### config.mk
export PLATFORM = sky130hd
export DESIGN_NAME = rdl_read_delay_levelization
export DESIGN_NICKNAME = d
export VERILOG_FILES = /design/src/hw/rdl_pkg.sv /design/src/hw/rdl_read_delay_levelization.sv
export SDC_FILE = /design/constraint.sdc
export NUM_CORES = 1
export LEC_CHECK = 0
export BUFFER_PORTS_ARGS = -buffer_cell sky130_fd_sc_hd__buf_2
export CORE_MARGIN = 2
export CORE_UTILIZATION = 35
export CTS_CLUSTER_DIAMETER = 80
export DETAILED_ROUTE_END_ITERATION = 16
export PLACE_DENSITY = 0.62
export SYNTH_ARGS = -nofsm -noshare
export SYNTH_HDL_FRONTEND = slang
export SYNTH_SLANG_ARGS = --single-unit
### constraint.sdc
create_clock -name sys_clk -period 4.45 [get_ports sys_clk]
set_clock_uncertainty 0.15 [all_clocks]
set_input_delay 1.1125 -clock sys_clk [delete_from_list [all_inputs] [get_ports sys_clk]]
set_output_delay 1.1125 -clock sys_clk [all_outputs]
set_load 0.005 [all_outputs]
### src/hw/rdl_pkg.sv
// Purpose: shared constants and types for read delay levelization control
// Assumes: channel clock domain only
// Notes: field positions follow the 16-bit control word
package rdl_pkg;
	localparam int RDL_CMD_HI = 14;
	localparam int RDL_CMD_LO = 12;
	localparam int RDL_LAT_HI = 11;
	localparam int RDL_LAT_LO = 8;
	localparam int RDL_FREQ_BIT = 7;
	localparam int RDL_EXP_HI = 6;
	localparam int RDL_EXP_LO = 4;
	localparam int RDL_BR_HI = 2;
	localparam int RDL_BR_LO = 0;
	localparam logic [2:0] RDL_CMD_NOP = 3'h0;
	localparam logic [2:0] RDL_CMD_LAT = 3'h1;
	localparam logic [2:0] RDL_CMD_EXP = 3'h2;
	localparam logic [2:0] RDL_CMD_BR = 3'h3;
	localparam logic [2:0] RDL_CMD_FREQ = 3'h4;
	localparam logic [2:0] RDL_CMD_ALL = 3'h5;
	localparam logic [2:0] RDL_CMD_EXIT = 3'h6;
	localparam logic [2:0] RDL_CMD_ENTER = 3'h7;
	localparam logic [3:0] RDL_LAT_RST = 4'h4;
	localparam logic [2:0] RDL_BR_MAX = 3'h7;
	localparam logic [2:0] RDL_LEVEL_BASE = 3'h3;
	localparam logic [15:0] RDL_WORD_RST = 16'h0400;
	typedef struct packed {
		logic [3:0] read_access_latency;
		logic freq_400;
		logic [2:0] expansion_added_delay;
		logic [2:0] measured_branch_delay;
	} rdl_fields_s;
	typedef enum logic [1:0] {RDL_IDLE, RDL_COUNT, RDL_DONE} rdl_meas_e;
endpackage

### src/hw/rdl_read_delay_levelization.sv
// Purpose: read data delay levelization control word and latency measurement
// Assumes: register reached by a plain write strobe / read data port from the serial interface
// Notes: everything on the channel clock sys_clk
// Overview of operation
// - The command field of a written word selects which fields that write updates.
// - In levelization mode clocks are counted from an expansion read to the first one on data line five.
// - The read data path is timed from the programmed access latency.
// - The frequency bit selects 300 MHz when 0 and 400 MHz when 1.
// - Outside levelization the expansion delay adds to read delay toward the expansion channel.
// - A field changes only when the written command selects it, except the branch field, which a levelization measurement also loads.
// - In levelization mode the device loads the measured 0 to 7 clock latency into the branch field.
// - The branch delay field steers FIFO loading and the branch-to-expansion mux.
// - The branch field is serially writable outside levelization and read-only inside it.
// - Serial reads return the branch delay field.
// - Command 110 leaves levelization, keeping the last measured branch delay.
`timescale 1ns/1ps
module rdl_read_delay_levelization
	import rdl_pkg::*;
#(
	parameter logic [2:0] TURNAROUND_OFFSET = 3'h1
) (
	// clock and reset
	input wire logic sys_clk,
	input wire logic rst,
	// serial register port
	input wire logic reg_write,
	input wire logic [15:0] reg_wdata,
	output logic [15:0] reg_rdata,
	// read path events
	input wire logic exp_read_cmd,
	input wire logic branch_a_data_line_five,
	input wire logic branch_b_data_line_five,
	// read path timing controls
	output logic level_mode,
	output logic freq_400,
	output logic [3:0] data_path_latency,
	output logic [3:0] expansion_total_delay,
	output logic [2:0] fifo_load_delay,
	output logic [2:0] steer_select
);
	// elaboration check on the fixed levelization delay
	generate
		if (TURNAROUND_OFFSET > RDL_LEVEL_BASE) begin : g_offset_check
			$error("turnaround offset exceeds fixed levelization delay");
		end
	endgenerate

	rdl_fields_s fld_reg;
	logic level_reg;
	rdl_meas_e meas_reg;
	logic [2:0] cnt_reg;
	logic [1:0] branch_line;
	wire [1:0] branch_synced;
	logic [2:0] cmd;
	logic hit;
	logic counting;
	logic [2:0] level_delay;
	logic [15:0] rd_word;

	assign cmd = reg_wdata[RDL_CMD_HI:RDL_CMD_LO];
	assign branch_line = {branch_b_data_line_five, branch_a_data_line_five};
	assign hit = |branch_synced;
	assign counting = level_reg && (meas_reg == RDL_COUNT);
	assign level_delay = 3'(RDL_LEVEL_BASE - TURNAROUND_OFFSET);
	assign rd_word = {4'h0, fld_reg.read_access_latency, fld_reg.freq_400,
		fld_reg.expansion_added_delay, 1'b0, fld_reg.measured_branch_delay};

	// two-flop synchroniser per branch data line
	for (genvar ch = 0; ch < 2; ch++) begin : g_sync
		logic [1:0] stage_reg;
		always_ff @(posedge sys_clk or posedge rst) begin
			if (rst) begin
				stage_reg <= 2'h0;
			end else begin
				stage_reg <= {stage_reg[0], branch_line[ch]};
			end
		end
		assign branch_synced[ch] = stage_reg[1];
	end

	// levelization mode
	always_ff @(posedge sys_clk or posedge rst) begin
		if (rst) begin
			level_reg <= 1'b0;
		end else if (reg_write && cmd == RDL_CMD_ENTER) begin
			level_reg <= 1'b1;
		end else if (reg_write && cmd == RDL_CMD_EXIT) begin
			level_reg <= 1'b0;
		end
	end

	// latency measurement
	always_ff @(posedge sys_clk or posedge rst) begin
		if (rst) begin
			meas_reg <= RDL_IDLE;
			cnt_reg <= 3'h0;
		end else if (!level_reg) begin
			meas_reg <= RDL_IDLE;
			cnt_reg <= 3'h0;
		end else begin
			case (meas_reg)
				RDL_IDLE, RDL_DONE: begin
					if (exp_read_cmd) begin
						meas_reg <= RDL_COUNT;
						cnt_reg <= 3'h0;
					end
				end
				RDL_COUNT: begin
					if (hit) begin
						meas_reg <= RDL_DONE;
					end else if (cnt_reg != RDL_BR_MAX) begin
						cnt_reg <= cnt_reg + 3'h1;
					end
				end
				default: meas_reg <= RDL_IDLE;
			endcase
		end
	end

	// latency field
	always_ff @(posedge sys_clk or posedge rst) begin
		if (rst) begin
			fld_reg.read_access_latency <= RDL_LAT_RST;
		end else if (reg_write && (cmd == RDL_CMD_LAT || cmd == RDL_CMD_ALL)) begin
			fld_reg.read_access_latency <= reg_wdata[RDL_LAT_HI:RDL_LAT_LO];
		end
	end

	// frequency field
	always_ff @(posedge sys_clk or posedge rst) begin
		if (rst) begin
			fld_reg.freq_400 <= 1'b0;
		end else if (reg_write && (cmd == RDL_CMD_FREQ || cmd == RDL_CMD_ALL)) begin
			fld_reg.freq_400 <= reg_wdata[RDL_FREQ_BIT];
		end
	end

	// expansion delay field, writable in either mode
	always_ff @(posedge sys_clk or posedge rst) begin
		if (rst) begin
			fld_reg.expansion_added_delay <= 3'h0;
		end else if (reg_write && (cmd == RDL_CMD_EXP || cmd == RDL_CMD_ALL)) begin
			fld_reg.expansion_added_delay <= reg_wdata[RDL_EXP_HI:RDL_EXP_LO];
		end
	end

	// branch delay field: measured in level mode, serial write otherwise
	always_ff @(posedge sys_clk or posedge rst) begin
		if (rst) begin
			fld_reg.measured_branch_delay <= 3'h0;
		end else if (counting && hit) begin
			fld_reg.measured_branch_delay <= cnt_reg;
		end else if (counting && cnt_reg == RDL_BR_MAX) begin
			fld_reg.measured_branch_delay <= RDL_BR_MAX;
		end else if (!level_reg && reg_write && (cmd == RDL_CMD_BR || cmd == RDL_CMD_ALL)) begin
			fld_reg.measured_branch_delay <= reg_wdata[RDL_BR_HI:RDL_BR_LO];
		end
	end

	// serial readback word
	always_ff @(posedge sys_clk or posedge rst) begin
		if (rst) begin
			reg_rdata <= RDL_WORD_RST;
		end else begin
			reg_rdata <= rd_word;
		end
	end

	// mode, rate and access latency toward the read path
	always_ff @(posedge sys_clk or posedge rst) begin
		if (rst) begin
			level_mode <= 1'b0;
			freq_400 <= 1'b0;
			data_path_latency <= RDL_LAT_RST;
		end else begin
			level_mode <= level_reg;
			freq_400 <= fld_reg.freq_400;
			data_path_latency <= fld_reg.read_access_latency;
		end
	end

	// delay toward the expansion channel
	always_ff @(posedge sys_clk or posedge rst) begin
		if (rst) begin
			expansion_total_delay <= 4'h0;
		end else if (level_reg) begin
			expansion_total_delay <= {1'b0, level_delay};
		end else begin
			expansion_total_delay <= {1'b0, fld_reg.expansion_added_delay};
		end
	end

	// fifo loading and steering mux select
	always_ff @(posedge sys_clk or posedge rst) begin
		if (rst) begin
			fifo_load_delay <= 3'h0;
			steer_select <= 3'h0;
		end else begin
			fifo_load_delay <= fld_reg.measured_branch_delay;
			steer_select <= fld_reg.measured_branch_delay;
		end
	end
endmodule

==> impl_metrics.csv, run 1 <==
group,metric,value,unit
status,outcome,"completed",
clocking,htreeDepth,2,
timing,hold_violations,0,
critical_path,worstPathRequired,3190,ps
detailed_routing,vias_per_cell,4.69,
critical_path,cp-start-kind,"register",
layout,largest_reg_flops,11,
layout,drive_gt1_frac,0.419,
synthesis,ys.warnings.count,0,
pwr,p_per_area,462,nW/um2
synthesis,yosysSeqAreaShare,0.574,
floorplan,die_area,5050,um2
timing,post-route-period-util,0.488,
placed_design,hpwl,1890,um
layout,seq_area,903,um2
detailed_routing,final_antenna_net_count,0,
layout,antenna_cells,0,
timing,fin_tns_setup,0,ps
synthesis,async_reset_ff_frac,1.00,
detailed_routing,vias,1028,
floorplan,start_util,0.361,
floorplan,placementRows,24,
critical_path,r2r-end,"cnt_reg[0]",
pwr,p_leak,0.894,nW
synthesis,syn-cell-area,1570,um2
detailed_routing,routed_wl,2560,um
hold_path,hold_start,"g_sync[0].stage_reg[0]",
layout,mostFrequentLayoutCell,"buf_2",
timing,hold-worst-slack,201,ps
grt,gr-total-overflow,0,
critical_path,r2r-start,"cnt_reg[0]",
synthesis,synth_edf_count,0,
clocking,cts_made_buffers,5,
layout,final_cell_mix,"buf_2, dfrtp_1, o21ai_0, nor2_1",
grt,grt_pass1_wl,4270,um
clocking,path_clk_slew,70,ps
critical_path,arrival,910,ps
critical_path,path_buf_inv,1,
critical_path,r2r_slack,2570,ps
detailed_routing,drc_errors,0,
synthesis,synth_cell_types,33,
timing,finalMaxSlewViolations,0,
run,max_cap_violations,0,
layout,fillCellCount,426,
floorplan,die_w,71.1,um
clocking,clock-root-buffer,"clkbuf_8",
floorplan,die_h,71.1,um
critical_path,slowest_stage,"dfstp_2",
clocking,cts_setup_buffers,0,
clocking,cts.repair.resized,0,
grt,antenna_found_initial,0,
detailed_routing,drt-pass1-iter-count,4,
critical_path,worstRegToRegCells,5,
floorplan,core_area,4350,um2
critical_path,crit_family,"flip-flops",
hold_path,hp-class,"register to register",
floorplan,io_pins,54,
critical_path,path_class,"register to output port",
grt,grt_start_max_net_pins,37,
critical_path,cp_num_cells,1,
grt,grt_pass1_vias,976,
layout,fin_nets,190,
layout,syn2layout_area_growth,16.5,%
clocking,postCtsHoldBufs,0,
synthesis,synthCells,129,
timing,fmax,0.460,GHz
timing,period_needed,2170,ps
grt,grt_usage,0.112,
clocking,clock_path_buffers,2,
hold_path,hold_path_end,"g_sync[0].stage_reg[1]",
placed_design,gp_congestion,0.811,
timing,rsz0062_at_grt,"no",
detailed_routing,drtIter0Drc,35,
synthesis,synth_flop_cell,"dfrtp_1",
pwr,power,0.847,mW
timing,setup_violations,0,
placed_design,port-buffer-count,45,
critical_path,crit_chain,"buf_2",
synthesis,synth_seq_cells,36,
hold_path,whs_path_depth,0,
pwr,ir_drop,129,uV
synthesis,syn_area_per_cell,12.2,um2
clocking,cts.sinks,36,
critical_path,end_kind,"output port",
clocking,worstSkewPairLatency,280,ps
layout,multiInputGateArea,524,um2
detailed_routing,wire_per_inst,11.7,um
critical_path,path_max_fanout,2,
critical_path,max_stage_delay,530,ps
clocking,cts_tree,"done",
metrics by stage:
| stage | util | cell area [um2] | cells | worst slack [ps] |
|---|---|---|---|---|
| 2_1_floorplan | - | 1590 | 134 | 2280 |
| 3_3_place_gp | 0.400 | 1740 | 211 | 2200 |
| 3_5_place_dp | 0.400 | 1740 | 211 | 2190 |
| 4_1_cts | 0.421 | 1830 | 219 | 2260 |
| 5_1_grt | 0.421 | 1830 | 219 | 2240 |
| 6_report | 0.421 | 1830 | 219 | 2280 |
synth_stat cells, types with 2 or more instances:
cell type / count / share of area
a21boi_0: 2 / 0.0095
a21oi_1: 6 / 0.019
nor4bb_1: 3 / 0.019
buf_2: 2 / 0.0064
buf_4: 18 / 0.086
dfrtp_1: 34 / 0.54
nand2b_1: 2 / 0.0079
o21ai_0: 10 / 0.032
o2bb2ai_1: 3 / 0.017
and2b_2: 2 / 0.011
ha_1: 2 / 0.016
mux2i_1: 2 / 0.013
dfstp_2: 2 / 0.033
or4b_1: 3 / 0.019
inv_1: 4 / 0.0095
mux2_2: 6 / 0.043
nand2_1: 5 / 0.012
nor2_1: 8 / 0.019
cells by family (layout without fill, tap and decap cells):
family,count (synthesis),count (layout),synth area share
fa+ha+maj,2,2,0.0159
compound gates,24,24,0.104
simple gates,32,32,0.138
xor+xnor,1,1,0.00557
other cells,1,6,0.00238
mux,8,8,0.0556
flops,36,36,0.574
buf+inv,25,58,0.105
worst max-delay path by stage:
stage | startpoint | end
global route | data_path_latency[2] | reg_rdata[10]
detailed placement | reg_wdata[13] | fld_reg[2]
floorplan | reg_wdata[14] | fld_reg[4]
CTS | data_path_latency[2] | data_path_latency[2]
global placement | reg_wdata[13] | fld_reg[2]
finish | data_path_latency[2] | data_path_latency[2]
layout make-up:
type | instances | area share
sequential | 36 | 0.492
multi-input combinational | 73 | 0.286
timing repair buffer | 46 | 0.127
clock buffer | 7 | 0.0471
tap | 52 | 0.0355
inverter | 4 | 0.00819
clock inverter | 1 | 0.00409
power by group:
| part | switching (mW) | internal (mW) |
|---|---|---|
| Sequential | 0.0416 | 0.401 |
| Clock | 0.108 | 0.126 |
| Combinational | 0.0735 | 0.0970 |
| Total | 0.223 | 0.623 |
routing by layer:
metal | GRT usage | wire length, um | vias up | part of all wire
li1 | - | - | 491 | -
met1 | 0.119 | 1060 | 488 | 0.41
met2 | 0.184 | 1230 | 43 | 0.48
met3 | 0.0456 | 207 | 6 | 0.081
met4 | 0.0692 | 70 | 0 | 0.027
met5 | 0 | 0 | - | 0
Power figures use the tool's default switching activity.
==> run 2: changes to the inputs <==
--- a/config.mk
+++ b/config.mk
@@ -10,7 +10,7 @@
 export CORE_UTILIZATION = 35
 export CTS_CLUSTER_DIAMETER = 80
 export DETAILED_ROUTE_END_ITERATION = 16
-export PLACE_DENSITY = 0.62
+export PLACE_DENSITY = 0.64
 export SYNTH_ARGS = -nofsm -noshare
 export SYNTH_HDL_FRONTEND = slang
 export SYNTH_SLANG_ARGS = --single-unit
==> constraint.sdc (replaced) <==
create_clock -name sys_clk -period 1.9 [get_ports sys_clk]
set_clock_uncertainty 0.15 [all_clocks]
set_input_delay 0.475 -clock sys_clk [delete_from_list [all_inputs] [get_ports sys_clk]]
set_output_delay 0.475 -clock sys_clk [all_outputs]
set_load 0.005 [all_outputs]
==> impl_metrics.csv, run 2 (synthesis results as in run 1) <==
group,metric,value,unit
status,outcome,"completed",
clocking,htreeDepth,2,
floorplan,die_area,5050,um2
grt,gr-total-overflow,0,
timing,finalMaxSlewViolations,0,
critical_path,worstPathRequired,1930,ps
floorplan,start_util,0.361,
timing,fin_tns_setup,0,ps
critical_path,setup.worst_path.start,"cnt_reg[0]",
placed_design,gp_congestion,0.684,
clocking,cts_tree,"done",
detailed_routing,vias_per_cell,4.76,
detailed_routing,drt-pass1-iter-count,5,
layout,antenna_cells,0,
clocking,cts.sinks,36,
placed_design,port-buffer-count,45,
critical_path,max_stage_delay,420,ps
floorplan,core_area,4350,um2
timing,setup_violations,0,
layout,syn2layout_area_growth,18.5,%
critical_path,crit_chain,"ha_1 > ha_1 > o31a_4 > a31o_4 > a21o_1",
timing,worst_slack,90.2,ps
floorplan,placementRows,24,
layout,fin_nets,192,
hold_path,hp-class,"input port to asynchronous set/reset pin",
layout,largest_reg_flops,11,
clocking,clock-root-buffer,"clkbuf_8",
clocking,cts_made_buffers,5,
layout,seq_area,905,um2
clocking,postCtsHoldBufs,0,
floorplan,die_h,71.1,um
layout,drive_gt1_frac,0.432,
detailed_routing,drc_errors,0,
critical_path,cp-start-kind,"register",
critical_path,r2r-start,"cnt_reg[0]",
placed_design,dp_slack,16.7,ps
pwr,p_leak,0.911,nW
timing,post-route-period-util,0.953,
timing,slew_headroom,0.643,
grt,grt_pass1_wl,4670,um
layout,mostFrequentLayoutCell,"buf_2",
critical_path,path_class,"register to register",
floorplan,die_w,71.1,um
layout,fillCellCount,405,
detailed_routing,drtIter0Drc,39,
layout,fin_cells,221,
critical_path,arrival,1840,ps
detailed_routing,routed_wl,2830,um
grt,grt_start_max_net_pins,27,
critical_path,path_max_fanout,6,
floorplan,io_pins,54,
clocking,path_clk_slew,70,ps
placed_design,post-place-cells,212,
timing,hold_violations,0,
critical_path,slowest_stage,"dfrtp_2",
pwr,ir_drop,250,uV
timing,fmax,0.553,GHz
critical_path,cp_common_cell,"ha_1",
critical_path,end_kind,"register",
detailed_routing,final_antenna_net_count,0,
layout,multiInputGateArea,531,um2
layout,utilization,0.428,
detailed_routing,wire_per_inst,12.8,um
detailed_routing,vias,1053,
layout,final_cell_mix,"buf_2, dfrtp_1, o21ai_0, nor2_1",
grt,antenna_found_initial,0,
timing,tightest_slew,529,ps
timing,period_needed,1810,ps
pwr,power,2.01,mW
grt,grt_pass1_vias,983,
pwr,p_per_area,1080,nW/um2
clocking,worstSkewPairLatency,290,ps
timing,rsz0062_at_grt,"no",
run,max_cap_violations,0,
clocking,clock_path_buffers,2,
grt,grt_usage,0.122,
placed_design,hpwl,2110,um
-- run 2: cell types whose count changed in the layout (fill, tap and decap cells not counted), sizes merged --
cell,previous run,this run
buf,46,48
clkbuf,7,8
clkinvlp,1,0
-- run 2: worst max-delay path, delay by kind of cell, from the launching register on --
family,cells,cell delay [ps]
adders and majority gates,2,400
AOI/OAI and AO/OA,3,730
DFF,1,420
-- run 2: cell type report --
cell class,count,area share
clock buffers,8,0.0483
inverters,4,0.00805
multi-input cells,73,0.284
flip-flops and latches,36,0.485
well taps,52,0.0349
repair buffers,48,0.140
-- run 2: timing repair --
item	CTS	global route
gates resized for setup	0	2
setup endpoints to repair	0	6
setup buffers	0	1
-- run 2: per-stage QoR --
stage / instance area, um2 / hold slack, ps
after CTS: 1850 / 54.2
after detailed placement: 1760 / 196
after global placement: 1760 / 184
final: 1870 / 39.9
after global routing: 1870 / 70.9
after floorplan: 1590 / 181
-- run 2: final timing paths --
| check | cells past startpoint | to | slack [ps] |
|---|---|---|---|
| max in group asynchronous | 3 | cnt_reg[0] | 1060 |
| max reg2reg | 5 | cnt_reg[0] | 90 |
| min | 2 | fld_reg[8] | 40 |
| max | 5 | cnt_reg[0] | 90 |
| min in group sys_clk | 1 | g_sync[0].stage_reg[0] | 140 |
| min reg2reg | 0 | g_sync[1].stage_reg[1] | 210 |
-- run 2: layer usage --
| layer | up-vias | GRT usage | wire length [um] |
|---|---|---|---|
| met2 | 41 | 0.183 | 1330 |
| li1 | 497 | - | - |
| met5 | - | 0 | 0 |
| met4 | 0 | 0.0881 | 95 |
| met1 | 507 | 0.151 | 1220 |
| met3 | 8 | 0.0342 | 179 |
-- run 2: power breakdown --
part	total [mW]	switching, mW	internal, mW
Sequential	1.03	0.0952	0.939
Combinational	0.425	0.185	0.241
Clock	0.548	0.253	0.295
==> run 3: changes to the inputs <==
==> constraint.sdc (replaced) <==
create_clock -name sys_clk -period 1.9 [get_ports sys_clk]
set_clock_uncertainty 0.15 [all_clocks]
set_input_delay 0.19 -clock sys_clk [delete_from_list [all_inputs] [get_ports sys_clk]]
set_output_delay 0.19 -clock sys_clk [all_outputs]
set_load 0.005 [all_outputs]
==> impl_metrics.csv, run 3 (synthesis results as in run 1) <==
group,metric,value,unit
layout,antenna_cells,0,
floorplan,die_w,71.1,um
clocking,cts.sinks,36,
clocking,worstSkewPairLatency,280,ps
layout,final_area,1920,um2
placed_design,place_area,1750,um2
detailed_routing,vias,1070,
timing,fin_tns_setup,0,ps
critical_path,path_class,"register to register",
timing,setup_violations,0,
hold_path,hold_start,"exp_read_cmd",
pwr,ir_drop,247,uV
critical_path,r2r-start,"cnt_reg[0]",
layout,largest_reg_flops,11,
clocking,path_clk_slew,70,ps
critical_path,arrival,1830,ps
critical_path,r2r-end,"cnt_reg[0]",
placed_design,gp_congestion,0.684,
timing,finalMaxSlewViolations,0,
timing,post-route-period-util,0.952,
placed_design,hpwl,2080,um
floorplan,placementRows,24,
hold_path,hp-class,"input port to register",
grt,grt_usage,0.121,
critical_path,worstRegToRegCells,5,
hold_path,whs_path_depth,3,
detailed_routing,drt-pass1-iter-count,4,
floorplan,die_area,5050,um2
clocking,cts_made_buffers,5,
hold_path,hold_path_end,"meas_reg[1]",
floorplan,io_pins,54,
grt,gr-total-overflow,0,
layout,fin_nets,200,
critical_path,cp-start-kind,"register",
grt,grt_start_max_net_pins,37,
detailed_routing,drc_errors,0,
placed_design,port-buffer-count,45,
clocking,cts_tree,"done",
layout,drive_gt1_frac,0.415,
layout,syn2layout_area_growth,22.2,%
detailed_routing,routed_wl,2820,um
floorplan,core_area,4350,um2
grt,grt_pass1_wl,4700,um
run,max_cap_violations,0,
timing,fmax,0.553,GHz
detailed_routing,vias_per_cell,4.69,
critical_path,r2r_slack,90,ps
layout,mostFrequentLayoutCell,"buf_2",
timing,period_needed,1810,ps
pwr,p_leak,0.936,nW
floorplan,start_util,0.361,
clocking,clock-root-buffer,"clkbuf_8",
clocking,htreeDepth,2,
layout,final_cell_mix,"buf_2, dfrtp_1, o21ai_0, nor2_1, dlygate4sd3_1",
critical_path,end_kind,"register",
grt,grt_pass1_vias,1066,
timing,rsz0062_at_grt,"no",
grt,antenna_found_initial,0,
timing,hold_violations,0,
layout,fillCellCount,423,
critical_path,path_max_fanout,6,
detailed_routing,final_antenna_net_count,0,
pwr,p_per_area,1020,nW/um2
detailed_routing,wire_per_inst,12.4,um
critical_path,worstPathRequired,1920,ps
floorplan,die_h,71.1,um
clocking,clock_path_buffers,2,
status,outcome,"completed",
detailed_routing,drtIter0Drc,76,
==> run 3: cell count changes in the layout (fill, tap and decap cells not counted), sizes merged <==
cell,previous run,this run
clkbuf,8,6
clkinv,0,1
dlygate4sd3,0,8
==> run 3: final cells by class <==
cell class                 count  area [um2]  area share
multi-input combinational     73         534       0.278
sequential                    36         903       0.470
tap                           52        65.1      0.0338
timing repair buffer          56         328       0.170
clock inverter                 1        5.00     0.00260
inverter                       4        15.0     0.00781
clock buffer                   6        72.6      0.0377
==> run 3: how the worst max path moves through the flow <==
stage / to / startpoint
after CTS: cnt_reg[0] / cnt_reg[0]
final: cnt_reg[0] / cnt_reg[0]
after detailed placement: cnt_reg[0] / cnt_reg[0]
after global placement: cnt_reg[0] / cnt_reg[0]
after global routing: cnt_reg[2] / cnt_reg[0]
after floorplan: cnt_reg[0] / cnt_reg[0]
==> run 3: per-layer routing <==
metal / track usage / routed length, um / part of all wire / up-vias
li1: - / - / - / 512
met1: 0.139 / 1180 / 0.42 / 505
met2: 0.192 / 1350 / 0.48 / 45
met3: 0.0499 / 203 / 0.072 / 8
met4: 0.0692 / 82 / 0.029 / 0
met5: 0 / 0 / 0 / -
==> run 3: worst max-delay path, stage by stage, from the launching register on <==
cell and delay (ps):
dfrtp_1 400, ha_1 220, ha_1 190, o31a_4 310, a31o_4 240, a21o_1 190
==> run 3: timing repair <==
item	4_1_cts	5_1_grt
hold buffers	8	0
setup buffers	0	1
gates resized for setup	0	2
endpoints found under the setup margin	0	2
endpoints found under the hold margin	41	0
==> run 3: report_power, final <==
| group | switching [mW] | internal [mW] |
|---|---|---|
| Clock | 0.236 | 0.249 |
| Sequential | 0.0876 | 0.939 |
| Combinational | 0.194 | 0.250 |
==> run 3: through the flow <==
step / setup WS, ps / total power, mW / hold slack (ps) / instances / util
5_1_grt: 29.7 / 2.09 / 43.8 / 228 / 0.442
2_1_floorplan: 120 / 1.36 / 71.4 / 134 / -
3_5_place_dp: 18.7 / 1.47 / 150 / 212 / 0.401
3_3_place_gp: 91.2 / 1.46 / 149 / 212 / 0.401
4_1_cts: 3.76 / 1.98 / 24.2 / 227 / 0.438
6_report: 90.7 / 1.95 / 32.4 / 228 / 0.442
